[src/logic/ldorc_pkg.sv]
package ldorc_pkg;
  // printed offsets are not all multiples of four: index form, byte = 4 * index
  localparam int unsigned N_OUT = 5;
  localparam logic [7:0] IDX_OUT6_VOLTAGE  = 8'h58;
  localparam logic [7:0] IDX_OUT6_CONTROL  = 8'h59;
  localparam logic [7:0] IDX_OUT7_VOLTAGE  = 8'h60;
  localparam logic [7:0] IDX_OUT7_CONTROL  = 8'h61;
  localparam logic [7:0] IDX_OUT8_VOLTAGE  = 8'h68;
  localparam logic [7:0] IDX_OUT8_CONTROL  = 8'h69;
  localparam logic [7:0] IDX_OUT9_VOLTAGE  = 8'h70;
  localparam logic [7:0] IDX_OUT9_CONTROL  = 8'h71;
  localparam logic [7:0] IDX_OUT10_VOLTAGE = 8'h80;
  localparam logic [7:0] IDX_OUT10_CONTROL = 8'h81;
  localparam logic [7:0] IDX_IRQ_STATUS    = 8'hF0;
  localparam logic [7:0] IDX_IRQ_MASK      = 8'hF1;
  localparam int unsigned BIT_ENABLE    = 7;
  localparam int unsigned BIT_DISCHARGE = 2;
  localparam int unsigned BIT_FAULT_IE  = 1;
  localparam int unsigned BIT_PGOOD     = 0;
  localparam int unsigned VCODE_W       = 6;
  localparam logic [5:0] RST_VCODE    = 6'h00;
  localparam logic [7:0] RST_CONTROL  = 8'h00;
  localparam logic [4:0] RST_IRQ_MASK = 5'h00;
  localparam logic [1:0] RESP_OKAY    = 2'h0;
  localparam logic [1:0] RESP_SLVERR  = 2'h2;
endpackage

[src/logic/ldorc_irq_if.sv]
`timescale 1ns/1ns
interface ldorc_irq_if #(parameter int N = 5);
  logic [N-1:0] event_set;
  logic         status_rd;
  logic [N-1:0] mask;
  logic [N-1:0] status;
  logic         irq;
  modport core (output event_set, output status_rd, output mask, input status, input irq);
  modport unit (input event_set, input status_rd, input mask, output status, output irq);
endinterface

[src/logic/ldorc_regs.sv]
// Operation
// - each output has a 6-bit voltage code, top two bits read zero
// - control bit 7 written 1 turns output on, 0 off; reads back
// - discharge drive asserted only in shutdown and with discharge bit set
// - output faults raise interrupt only while fault irq enable is set
// - power-good bit reads live comparator level
//
// Design decision made here: register access over AXI4-Lite.
`timescale 1ns/1ns
module ldorc_regs #(
  parameter int N = 5
) (
  input  wire logic         core_clk,
  input  wire logic         resetn,
  input  wire logic [11:0]  s_axi_awaddr,
  input  wire logic         s_axi_awvalid,
  output logic              s_axi_awready,
  input  wire logic [31:0]  s_axi_wdata,
  input  wire logic [3:0]   s_axi_wstrb,
  input  wire logic         s_axi_wvalid,
  output logic              s_axi_wready,
  output logic [1:0]        s_axi_bresp,
  output logic              s_axi_bvalid,
  input  wire logic         s_axi_bready,
  input  wire logic [11:0]  s_axi_araddr,
  input  wire logic         s_axi_arvalid,
  output logic              s_axi_arready,
  output logic [31:0]       s_axi_rdata,
  output logic [1:0]        s_axi_rresp,
  output logic              s_axi_rvalid,
  input  wire logic         s_axi_rready,
  input  wire logic [N-1:0] power_good,
  input  wire logic [N-1:0] fault,
  output logic [N-1:0]      out_enable,
  output logic [N-1:0]      discharge_on,
  output logic [N*6-1:0]    output_voltage_code,
  output logic              irq
);
  // =====================================================
  // register storage
  logic [5:0]   vcode_reg   [N];
  logic [N-1:0] enable_reg;
  logic [N-1:0] shutdown_discharge_enable_reg;
  logic [N-1:0] fault_irq_enable_reg;
  logic [N-1:0] mask_reg;
  logic [N-1:0] fault_q_reg;
  logic [N-1:0] discharge_reg;
  logic [N-1:0] oen_reg;
  logic [N*6-1:0] vout_reg;

  // =====================================================
  // address decode
  typedef enum logic [1:0] {LDORC_K_VOLT, LDORC_K_CTRL, LDORC_K_STAT, LDORC_K_MASK} ldorc_kind_e;
  typedef struct packed {
    logic        hit;
    ldorc_kind_e kind;
    logic [2:0]  ch;
  } ldorc_dec_s;

  function automatic ldorc_dec_s ldorc_decode(input logic [11:0] a);
    ldorc_dec_s d;
    d = '{hit: 1'b0, kind: LDORC_K_VOLT, ch: 3'h0};
    if (a[1:0] == 2'h0) begin
      case (a[9:2])
        ldorc_pkg::IDX_OUT6_VOLTAGE:  d = '{1'b1, LDORC_K_VOLT, 3'h0};
        ldorc_pkg::IDX_OUT6_CONTROL:  d = '{1'b1, LDORC_K_CTRL, 3'h0};
        ldorc_pkg::IDX_OUT7_VOLTAGE:  d = '{1'b1, LDORC_K_VOLT, 3'h1};
        ldorc_pkg::IDX_OUT7_CONTROL:  d = '{1'b1, LDORC_K_CTRL, 3'h1};
        ldorc_pkg::IDX_OUT8_VOLTAGE:  d = '{1'b1, LDORC_K_VOLT, 3'h2};
        ldorc_pkg::IDX_OUT8_CONTROL:  d = '{1'b1, LDORC_K_CTRL, 3'h2};
        ldorc_pkg::IDX_OUT9_VOLTAGE:  d = '{1'b1, LDORC_K_VOLT, 3'h3};
        ldorc_pkg::IDX_OUT9_CONTROL:  d = '{1'b1, LDORC_K_CTRL, 3'h3};
        ldorc_pkg::IDX_OUT10_VOLTAGE: d = '{1'b1, LDORC_K_VOLT, 3'h4};
        ldorc_pkg::IDX_OUT10_CONTROL: d = '{1'b1, LDORC_K_CTRL, 3'h4};
        ldorc_pkg::IDX_IRQ_STATUS:    d = '{1'b1, LDORC_K_STAT, 3'h0};
        ldorc_pkg::IDX_IRQ_MASK:      d = '{1'b1, LDORC_K_MASK, 3'h0};
        default:                      d.hit = 1'b0;
      endcase
    end
    if (a[11:10] != 2'h0) begin
      d.hit = 1'b0;
    end
    if (d.hit && (d.kind == LDORC_K_VOLT || d.kind == LDORC_K_CTRL)
        && d.ch > 3'(N - 1)) begin
      d.hit = 1'b0;
    end
    return d;
  endfunction

  // =====================================================
  // write channel
  logic [11:0] awaddr_reg;
  logic        aw_held_reg;
  logic [7:0]  wbyte_reg;
  logic        wbyte_en_reg;
  logic        w_held_reg;
  logic        bvalid_reg;
  logic [1:0]  bresp_reg;
  logic        do_write;
  ldorc_dec_s  wdec;

  assign do_write = aw_held_reg && w_held_reg && !bvalid_reg;
  assign wdec     = ldorc_decode(awaddr_reg);

  always_ff @(posedge core_clk) begin
    if (!resetn) begin
      aw_held_reg  <= 1'b0;
      awaddr_reg   <= '0;
      w_held_reg   <= 1'b0;
      wbyte_reg    <= '0;
      wbyte_en_reg <= 1'b0;
    end else begin
      if (s_axi_awvalid && s_axi_awready) begin
        aw_held_reg <= 1'b1;
        awaddr_reg  <= s_axi_awaddr;
      end else if (do_write) begin
        aw_held_reg <= 1'b0;
      end
      if (s_axi_wvalid && s_axi_wready) begin
        w_held_reg   <= 1'b1;
        wbyte_reg    <= s_axi_wdata[7:0];
        wbyte_en_reg <= s_axi_wstrb[0];
      end else if (do_write) begin
        w_held_reg <= 1'b0;
      end
    end
  end

  logic awready_reg;
  logic wready_reg;
  logic b_busy;

  assign b_busy = do_write || (bvalid_reg && !s_axi_bready);

  // readies registered, low while a transfer is held or answered
  always_ff @(posedge core_clk) begin
    if (!resetn) begin
      awready_reg <= 1'b0;
      wready_reg  <= 1'b0;
    end else begin
      awready_reg <= !(s_axi_awvalid && awready_reg) && !aw_held_reg && !b_busy;
      wready_reg  <= !(s_axi_wvalid && wready_reg) && !w_held_reg && !b_busy;
    end
  end

  assign s_axi_awready = awready_reg;
  assign s_axi_wready  = wready_reg;

  always_ff @(posedge core_clk) begin
    if (!resetn) begin
      bvalid_reg <= 1'b0;
      bresp_reg  <= ldorc_pkg::RESP_OKAY;
    end else if (do_write) begin
      bvalid_reg <= 1'b1;
      bresp_reg  <= wdec.hit ? ldorc_pkg::RESP_OKAY : ldorc_pkg::RESP_SLVERR;
    end else if (s_axi_bready) begin
      bvalid_reg <= 1'b0;
    end
  end

  assign s_axi_bvalid = bvalid_reg;
  assign s_axi_bresp  = bresp_reg;

  // =====================================================
  // register updates
  logic wr_ok;
  assign wr_ok = do_write && wdec.hit && wbyte_en_reg;

  always_ff @(posedge core_clk) begin
    if (!resetn) begin
      for (int i = 0; i < N; i++) begin
        vcode_reg[i] <= ldorc_pkg::RST_VCODE;
      end
    end else if (wr_ok && wdec.kind == LDORC_K_VOLT) begin
      vcode_reg[wdec.ch] <= wbyte_reg[5:0];
    end
  end

  always_ff @(posedge core_clk) begin
    if (!resetn) begin
      enable_reg                    <= '0;
      shutdown_discharge_enable_reg <= '0;
      fault_irq_enable_reg          <= '0;
    end else if (wr_ok && wdec.kind == LDORC_K_CTRL) begin
      enable_reg[wdec.ch]                    <= wbyte_reg[ldorc_pkg::BIT_ENABLE];
      shutdown_discharge_enable_reg[wdec.ch] <= wbyte_reg[ldorc_pkg::BIT_DISCHARGE];
      fault_irq_enable_reg[wdec.ch]          <= wbyte_reg[ldorc_pkg::BIT_FAULT_IE];
    end
  end

  always_ff @(posedge core_clk) begin
    if (!resetn) begin
      mask_reg <= ldorc_pkg::RST_IRQ_MASK[N-1:0];
    end else if (wr_ok && wdec.kind == LDORC_K_MASK) begin
      mask_reg <= wbyte_reg[N-1:0];
    end
  end

  // =====================================================
  // outputs to the regulators
  always_ff @(posedge core_clk) begin
    if (!resetn) begin
      discharge_reg <= '0;
      oen_reg       <= '0;
      vout_reg      <= '0;
    end else begin
      // enable and discharge from one sample, never both high
      oen_reg       <= enable_reg;
      discharge_reg <= ~enable_reg & shutdown_discharge_enable_reg;
      for (int i = 0; i < N; i++) begin
        vout_reg[i*6 +: 6] <= vcode_reg[i];
      end
    end
  end

  assign out_enable          = oen_reg;
  assign discharge_on        = discharge_reg;
  assign output_voltage_code = vout_reg;

  // =====================================================
  // fault events and interrupt
  ldorc_irq_if #(.N(N)) irq_bus ();
  logic rd_stat;

  always_ff @(posedge core_clk) begin
    if (!resetn) begin
      fault_q_reg <= '0;
    end else begin
      fault_q_reg <= fault;
    end
  end

  assign irq_bus.event_set = fault & ~fault_q_reg & fault_irq_enable_reg;
  assign irq_bus.mask      = mask_reg;
  assign irq_bus.status_rd = rd_stat;

  ldorc_irq #(.N(N)) u_irq (
    .core_clk (core_clk),
    .resetn   (resetn),
    .bus      (irq_bus)
  );

  assign irq = irq_bus.irq;

  // =====================================================
  // read channel
  logic        rvalid_reg;
  logic [31:0] rdata_reg;
  logic [1:0]  rresp_reg;
  ldorc_dec_s  rdec;
  logic [7:0]  rbyte;
  logic        arready_reg;

  always_ff @(posedge core_clk) begin
    if (!resetn) begin
      arready_reg <= 1'b0;
    end else begin
      arready_reg <= !(s_axi_arvalid && arready_reg) && !(rvalid_reg && !s_axi_rready);
    end
  end

  assign rdec          = ldorc_decode(s_axi_araddr);
  assign s_axi_arready = arready_reg;
  assign rd_stat       = s_axi_arvalid && s_axi_arready && rdec.hit
                         && rdec.kind == LDORC_K_STAT;

  always_comb begin
    rbyte = 8'h00;
    case (rdec.kind)
      LDORC_K_VOLT: rbyte = {2'b00, vcode_reg[rdec.ch]};
      LDORC_K_CTRL: rbyte = {enable_reg[rdec.ch], 4'h0,
                             shutdown_discharge_enable_reg[rdec.ch],
                             fault_irq_enable_reg[rdec.ch],
                             power_good[rdec.ch]};
      LDORC_K_STAT: rbyte = 8'(irq_bus.status);
      LDORC_K_MASK: rbyte = 8'(mask_reg);
      default:      rbyte = 8'h00;
    endcase
  end

  always_ff @(posedge core_clk) begin
    if (!resetn) begin
      rvalid_reg <= 1'b0;
      rdata_reg  <= '0;
      rresp_reg  <= ldorc_pkg::RESP_OKAY;
    end else if (s_axi_arvalid && s_axi_arready) begin
      rvalid_reg <= 1'b1;
      rdata_reg  <= rdec.hit ? {24'h000000, rbyte} : 32'h00000000;
      rresp_reg  <= rdec.hit ? ldorc_pkg::RESP_OKAY : ldorc_pkg::RESP_SLVERR;
    end else if (s_axi_rready) begin
      rvalid_reg <= 1'b0;
    end
  end

  assign s_axi_rvalid = rvalid_reg;
  assign s_axi_rdata  = rdata_reg;
  assign s_axi_rresp  = rresp_reg;

  // =====================================================
  // checks
  property p_discharge;
    @(posedge core_clk) disable iff (!resetn)
      ##1 discharge_on == $past(~enable_reg & shutdown_discharge_enable_reg);
  endproperty
  a_discharge: assert property (p_discharge) else $error("discharge mismatch");

  property p_no_discharge_on;
    @(posedge core_clk) disable iff (!resetn)
      (discharge_on & out_enable) == '0;
  endproperty
  a_no_discharge_on: assert property (p_no_discharge_on) else $error("discharge while on");

  property p_fault_gate;
    @(posedge core_clk) disable iff (!resetn)
      (irq_bus.status & ~$past(irq_bus.status) & ~$past(fault_irq_enable_reg)) == '0;
  endproperty
  a_fault_gate: assert property (p_fault_gate) else $error("fault event while disabled");

  property p_ctrl_write;
    @(posedge core_clk) disable iff (!resetn)
      (wr_ok && wdec.kind == LDORC_K_CTRL)
        |=> ##1 out_enable[$past(wdec.ch, 2)] == $past(wbyte_reg[7], 2);
  endproperty
  a_ctrl_write: assert property (p_ctrl_write) else $error("enable not written");

  property p_vcode_write;
    @(posedge core_clk) disable iff (!resetn)
      (wr_ok && wdec.kind == LDORC_K_VOLT)
        |=> vcode_reg[$past(wdec.ch)] == $past(wbyte_reg[5:0]);
  endproperty
  a_vcode_write: assert property (p_vcode_write) else $error("code not written");

  property p_rd_pgood;
    @(posedge core_clk) disable iff (!resetn)
      (s_axi_arvalid && s_axi_arready && rdec.hit && rdec.kind == LDORC_K_CTRL)
        |=> s_axi_rdata[0] == $past(power_good[rdec.ch]) && s_axi_rvalid;
  endproperty
  a_rd_pgood: assert property (p_rd_pgood) else $error("power good readback wrong");

  property p_rd_reserved;
    @(posedge core_clk) disable iff (!resetn)
      (s_axi_arvalid && s_axi_arready && rdec.hit && rdec.kind == LDORC_K_CTRL)
        |=> s_axi_rdata[6:3] == 4'h0 && s_axi_rdata[31:8] == 24'h0;
  endproperty
  a_rd_reserved: assert property (p_rd_reserved) else $error("reserved bits nonzero");

  property p_rd_vreserved;
    @(posedge core_clk) disable iff (!resetn)
      (s_axi_arvalid && s_axi_arready && rdec.hit && rdec.kind == LDORC_K_VOLT)
        |=> s_axi_rdata[7:6] == 2'h0 && s_axi_rdata[5:0] == $past(vcode_reg[rdec.ch]);
  endproperty
  a_rd_vreserved: assert property (p_rd_vreserved) else $error("voltage readback wrong");
endmodule

[src/logic/ldorc_irq.sv]
`timescale 1ns/1ns
module ldorc_irq #(
  parameter int N = 5
) (
  input  wire logic   core_clk,
  input  wire logic   resetn,
  ldorc_irq_if.unit   bus
);
  logic [N-1:0] status_reg;
  logic         irq_reg;

  // =====================================================
  // sticky status, set wins over read clear
  always_ff @(posedge core_clk) begin
    if (!resetn) begin
      status_reg <= '0;
    end else if (bus.status_rd) begin
      status_reg <= bus.event_set;
    end else begin
      status_reg <= status_reg | bus.event_set;
    end
  end

  always_ff @(posedge core_clk) begin
    if (!resetn) begin
      irq_reg <= 1'b0;
    end else begin
      irq_reg <= |(status_reg & bus.mask);
    end
  end

  assign bus.status = status_reg;
  assign bus.irq    = irq_reg;
endmodule

[config.mk]
export PLATFORM = sky130hd
export DESIGN_NAME = ldorc_regs
export DESIGN_NICKNAME = d
export VERILOG_FILES = /design/src/logic/ldorc_pkg.sv /design/src/logic/ldorc_irq_if.sv /design/src/logic/ldorc_regs.sv /design/src/logic/ldorc_irq.sv
export SDC_FILE = /design/constraint.sdc
export NUM_CORES = 1
export LEC_CHECK = 0
export ABC_AREA = 1
export BUFFER_PORTS_ARGS = -buffer_cell sky130_fd_sc_hd__buf_2
export CAP_MARGIN = 10
export CORE_MARGIN = 10
export CORE_UTILIZATION = 45
export CTS_CLUSTER_DIAMETER = 200
export CTS_CLUSTER_SIZE = 14
export DETAILED_ROUTE_END_ITERATION = 6
export PLACE_DENSITY_LB_ADDON = 0.25
export SYNTH_ARGS = -nofsm -noshare
export SYNTH_HDL_FRONTEND = slang
export SYNTH_SLANG_ARGS = --single-unit
export TNS_END_PERCENT = 10
[constraint.sdc]
create_clock -name core_clk -period 2.1 [get_ports core_clk]
set_clock_uncertainty 0.1 [all_clocks]
set_input_delay 0.315 -clock core_clk [delete_from_list [all_inputs] [get_ports core_clk]]
set_output_delay 0.315 -clock core_clk [all_outputs]
set_load 0.05 [all_outputs]
==> flow_summary.ini, run 1 <==
[detailed_routing]
dr.pass1.iters = 5
viasPerCell = 4.71
wl_per_cell_um = 13.9
antenna_left = 0
drtIter0Drc = 455
remaining_drc_errors = 0
vias = 5464
totalWireLength_um = 16100

[finish]
nNetsFinal = 1048
antenna_cells = 0
largest_reg_flops = 36
area_delta_synth_final_pct = 31.5
layout-drive-gt1-share_pct = 24.0

[setup_path]
cp-end-kind = flip-flop
reg2reg_to = vcode_reg[1][3]
timing.rr.start = awaddr_reg[8]
reg2reg_slack_ps = 100
cp_max_fo = 6
startpoint_type = flip-flop
startpoint = awaddr_reg[8]
critPathRequiredTime_ps = 2130
worstSetupPathType = flip-flop to flip-flop
reg2regPathDepth = 12
cp.arrival_ps = 2030

[global_routing]
grt_max_degree = 87
overflow = 0
grt_usage_pct = 17.0
grt_pass1_wl_um = 25400
grt_pass1_vias = 5218
antenna_found_initial = 0

[clock_network]
clkSlewWorstSetupHoldPaths_ps = 60
numCtsBuffers = 17
clock_path_buffers = 2
cts_tree = yes
h-tree-depth = 4
insertion_delay_ps = 430
cts_root_buf = clkbuf_16
clkSinkCount = 143

[logic_synthesis]
synth_common_cells = 219 x nand2_1, 129 x nor2_1, 107 x dfxtp_1, 100 x inv_1, 42 x nand3_1
synth_top_area_share_pct = 35.1
synth.most_common_cell = nand2_1
ys_seq_area_share_pct = 52.7
synthDistinctLibCells = 31
syn_avg_cell_area_um2 = 7.57
async_reset_ff_share_pct = 0
synth_fa_ha_area_share_pct = 0
synth_area_mm2 = 0.00611
synth-simple-area-share_pct = 28.8
ys_warn_count = 0
synth_ff_type = dfxtp_1
synthMuxAreaShare_pct = 0
synth_edf_count = 36
synth_xor_area_share_pct = 0
syn_inst = 807
synth_seq_cells = 143
yosysTopAreaCell = dfxtp_1
synth_area_leaders = dfxtp_1 35%, edfxtp_1 18%, nand2_1 13%
synth-compound-area-share_pct = 7.29
synth_top_family_by_area = simple AND/OR/NAND/NOR gates

[sta]
maxSlewViolCount = 0
setup_viol = 0
finalHoldViolations = 0
tightestPinTransition_ps = 533
fin_crit_sh_pct = 95.3
fmax_mhz = 500
min_period_ps = 2000
relSlewSlack_pct = 64.4
setup_ws_ps = 99.2

[floorplanning]
die_w_um = 137
die_h_um = 137
start_util_pct = 46.0
core-area_mm2 = 0.0133
rows = 42
die-area_mm2 = 0.0186
pin_count = 159

[power_and_ir_drop]
peakVddDrop_mv = 0.576
p_leak_nw = 3.97
finalPower_mw = 6.92
power_density_mw_per_mm2 = 861

[place]
pre_cts_ws_ps = -89.2
numPortBuffers = 103
dpl.hpwl_um = 11600
gp_congestion = 0.871

[min_path]
hold_start = s_axi_awaddr[11]
hold-path-cell-count = 3
hold-path-endpoint = awaddr_reg[11]
hold_path_class = primary input to flip-flop

[flow_run]
maxCapViolations = 0

[run_status]
status = completed
-- worst max-delay path by stage --
| stage | endpoint | depth (start not counted) |
|---|---|---|
| finish | vcode_reg[1][3] | 12 |
| global route | fault_irq_enable_reg[3] | 15 |
| CTS | enable_reg[0] | 12 |
| detailed placement | vcode_reg[0][1] | 10 |
| global placement | vcode_reg[1][1] | 10 |
| floorplan | vcode_reg[0][0] | 7 |
-- cell families after synthesis --
logic type,after synthesis
buf+inv,153
compound gates,86
other cells,1
flops,143
simple gates,424
-- layout by cell type (no fill, tap or decap), types with 4 or more instances in the layout --
master         instances
a21oi_1               39
buf_12                 5
buf_2                103
buf_4                 45
clkbuf_16             19
clkbuf_8               5
conb_1                33
dfxtp_1              101
dlygate4sd3_1          5
edfxtp_1              36
inv_1                 96
inv_4                  4
nand2_1              208
nand2_2                8
nand2_4                4
nand3_1               37
nand3_2                7
nand4_1               11
nor2_1               121
nor2_2                 6
nor2_4                 5
nor3_1                 7
o21ai_0               37
o21ai_1                4
-- cell type report --
type / instances / area, um2
clock buffer: 25 / 552
clock inverter: 7 / 115
fill: 1189 / 5260
inverter: 105 / 402
multi-input combinational: 543 / 2470
sequential: 143 / 3240
tap: 176 / 220
timing repair buffer: 161 / 1040
-- critical path: stages, from the launching register on --
cell	delay [ps]
dfxtp_4	360
inv_4	70
nand2_1	60
nor2_2	140
nand2_1	80
nand2_1	60
nor2_1	50
nand3_2	100
nand3_4	90
nor3_4	180
buf_6	150
nand3_2	130
nand2_4	130
-- power by group --
part / switching, mW / internal (mW) / total, mW / leakage (nW)
logic: 0.459 / 0.173 / 0.632 / 2.39
clock network: 1.13 / 2.18 / 3.31 / 0.334
registers: 0.0602 / 2.92 / 2.98 / 1.25
-- through the flow --
stage | cell area (um2) | util (%) | hold slack [ps] | cells | setup TNS, ps
final | 8040 | 60.5 | 45.4 | 1160 | 0
after global routing | 8040 | 60.5 | 58.7 | 1160 | -2380
after CTS | 7870 | 59.2 | 34.1 | 1156 | -403
after detailed placement | 7110 | 53.5 | 341 | 1118 | -2370
after global placement | 7110 | 53.5 | 339 | 1118 | -819
after floorplan | 6240 | - | 308 | 839 | -154
-- layer usage --
layer  share of wire, %  global-route usage [%]  routed length [um]
met5                  0                       0                   0
met3                8.4                    5.65                1360
met2                 46                    26.7                7350
met4                2.1                    6.98                 343
met1                 44                    21.0                7080
-- repair_timing --
action | CTS | global route
endpoints found under the setup margin | 45 | 80
hold buffers | 5 | 0
gates resized for setup | 9 | 48
hold endpoints to repair | 5 | 0
pin swaps | 5 | 16
setup buffers | 1 | 4
Power figures use the tool's default switching activity.
==> run 2, diff against run 1 <==
CELL_PAD_IN_SITES_DETAIL_PLACEMENT = 2   (was default)
CELL_PAD_IN_SITES_GLOBAL_PLACEMENT = 2   (was default)
CORE_UTILIZATION = 26   (was 45)
SKIP_LAST_GASP = 1   (was default)
SLEW_MARGIN = 25   (was default)
==> flow_summary.ini, run 2 (synthesis gave the netlist of run 1 again) <==
[floorplanning]
rows = 56
core-area_mm2 = 0.0233
die_w_um = 173
die_h_um = 173
die-area_mm2 = 0.0300
pin_count = 159
start_util_pct = 26.2

[detailed_routing]
wl_per_cell_um = 16.0
dr_wl_met3_um = 791
drtIter0Drc = 213
viasPerCell = 4.32
totalWireLength_um = 21400
remaining_drc_errors = 0
met1Wirelength_um = 9800
top_layer = met4
vias = 5761
antenna_left = 0
routed-wl-met2_um = 10500
dr.pass1.iters = 4

[min_path]
hold_path_class = primary input to flip-flop

[finish]
final_cell_mix = 199 x nand2_1, 116 x nor2_1, 103 x buf_2
antenna_cells = 0
nNetsFinal = 1079
layout_commonest_cell = nand2_1
finalNonFillerCells = 1334
filler_cell_count = 2763
largest_reg_flops = 36
layout-drive-gt1-share_pct = 28.2
area_delta_synth_final_pct = 37.2
fin_util_pct = 35.9

[flow_run]
maxCapViolations = 0

[setup_path]
critPathRequiredTime_ps = 2130
cp-end-kind = flip-flop
cp.arrival_ps = 2100
worstSetupPathType = flip-flop to flip-flop
cp_max_fo = 6
startpoint_type = flip-flop

[sta]
min_period_ps = 2070
setup_viol = 0
maxSlewViolCount = 0
fin_crit_sh_pct = 98.5
holdWs_ps = 12.7
grt_setup_unrepaired = yes
fin_setup_tns_ps = 0
finalHoldViolations = 0
setup_ws_ps = 31.3
fmax_mhz = 483

[global_routing]
grt_pass1_vias = 6282
antenna_found_initial = 0
grt_pass1_wl_um = 34100
grt_usage_pct = 14.1
grt_max_degree = 87
overflow = 0

[power_and_ir_drop]
p_seq_share_pct = 45.4
clockPowerShare_pct = 43.7
combinationalPowerShare_pct = 10.9
internal-power_mw = 4.76
switching_share_pct = 27.6
power_density_mw_per_mm2 = 784
peakVddDrop_mv = 0.426
p_switching_mw = 1.82
p_leak_nw = 4.05

[run_status]
status = completed

[clock_network]
numCtsBuffers = 17
clkSinkCount = 143
h-tree-depth = 4
cts_tree = yes
cts_root_buf = clkbuf_16
clock_path_buffers = 2
insertion_delay_ps = 430
clkSlewWorstSetupHoldPaths_ps = 60

[place]
pre_cts_ws_ps = -215
numPortBuffers = 103
placed_cells = 1282
dpl.hpwl_um = 15900
gp_congestion = 0.777
-- run 2: cell count changes in the layout (fill, tap and decap cells not counted), sizes merged --
cell         change
buf             +33
bufinv           -2
clkbuf           -7
clkinv           +4
clkinvlp         +5
dlygate4sd3      -2
-- run 2: path summary, 6_finish.rpt --
| path | startpoint | endpoint | slack [ps] | cells past startpoint |
|---|---|---|---|---|
| setup reg to reg | awaddr_reg[8] | vcode_reg[1][0] | 30 | 11 |
| hold / removal | fault[3] | fault_q_reg[3] | 10 | 3 |
| setup / recovery | awaddr_reg[8] | vcode_reg[1][0] | 30 | 11 |
| hold reg to reg | vcode_reg[4][2] | output_voltage_code[26] | 360 | 2 |
-- run 2: worst max-delay path, stage by stage, from the launching register on --
cell and delay [ps]:
dfxtp_4 380, inv_4 60, nor2_4 90, nand3_2 110
nor2_2 140, nor2_1 80, nand3_2 110, nand3_4 90
nor3_4 170, buf_4 180, nand3_2 90, nand2_2 150
-- run 2: repair_timing --
item | in CTS | in global routing
endpoints found under the setup margin | 72 | 81
hold buffers | 3 | 0
pin swaps | 13 | 17
buffers inserted | 13 | 4
endpoints found under the hold margin | 3 | 0
gates resized for setup | 43 | 42
-- run 2: layout make-up --
class	count	area, um2	area share [%]
Sequential cell	143	3250	38.7
Multi-Input combinational cell	543	2530	30.2
Timing Repair Buffer	192	1250	14.9
Clock buffer	18	429	5.12
Inverter	105	409	4.88
Tap cell	319	399	4.76
Clock inverter	14	119	1.42
-- run 2: stage by stage --
stage                     power [mW]  cell area (um2)
final                           6.57             8390
after global routing            6.86             8390
after CTS                       6.63             8220
after detailed placement        3.68             7420
after global placement          3.67             7420
after floorplan                 3.47             6240
-- run 2: per-layer routing --
metal,GRT usage [%],up-vias
met4,3.88,0
met5,0,-
li1,-,2866
met2,24.3,102
met3,3.25,21
met1,17.3,2772
-- run 2: power by group through the flow --
stage | sequential, mW | combinational, mW | clock [mW]
global route | 3.00 | 0.790 | 3.08
floorplan | 3.12 | 0.348 | 0
CTS | 2.98 | 0.695 | 2.95
detailed placement | 3.03 | 0.646 | 0
finish | 2.98 | 0.718 | 2.87
global placement | 3.03 | 0.636 | 0
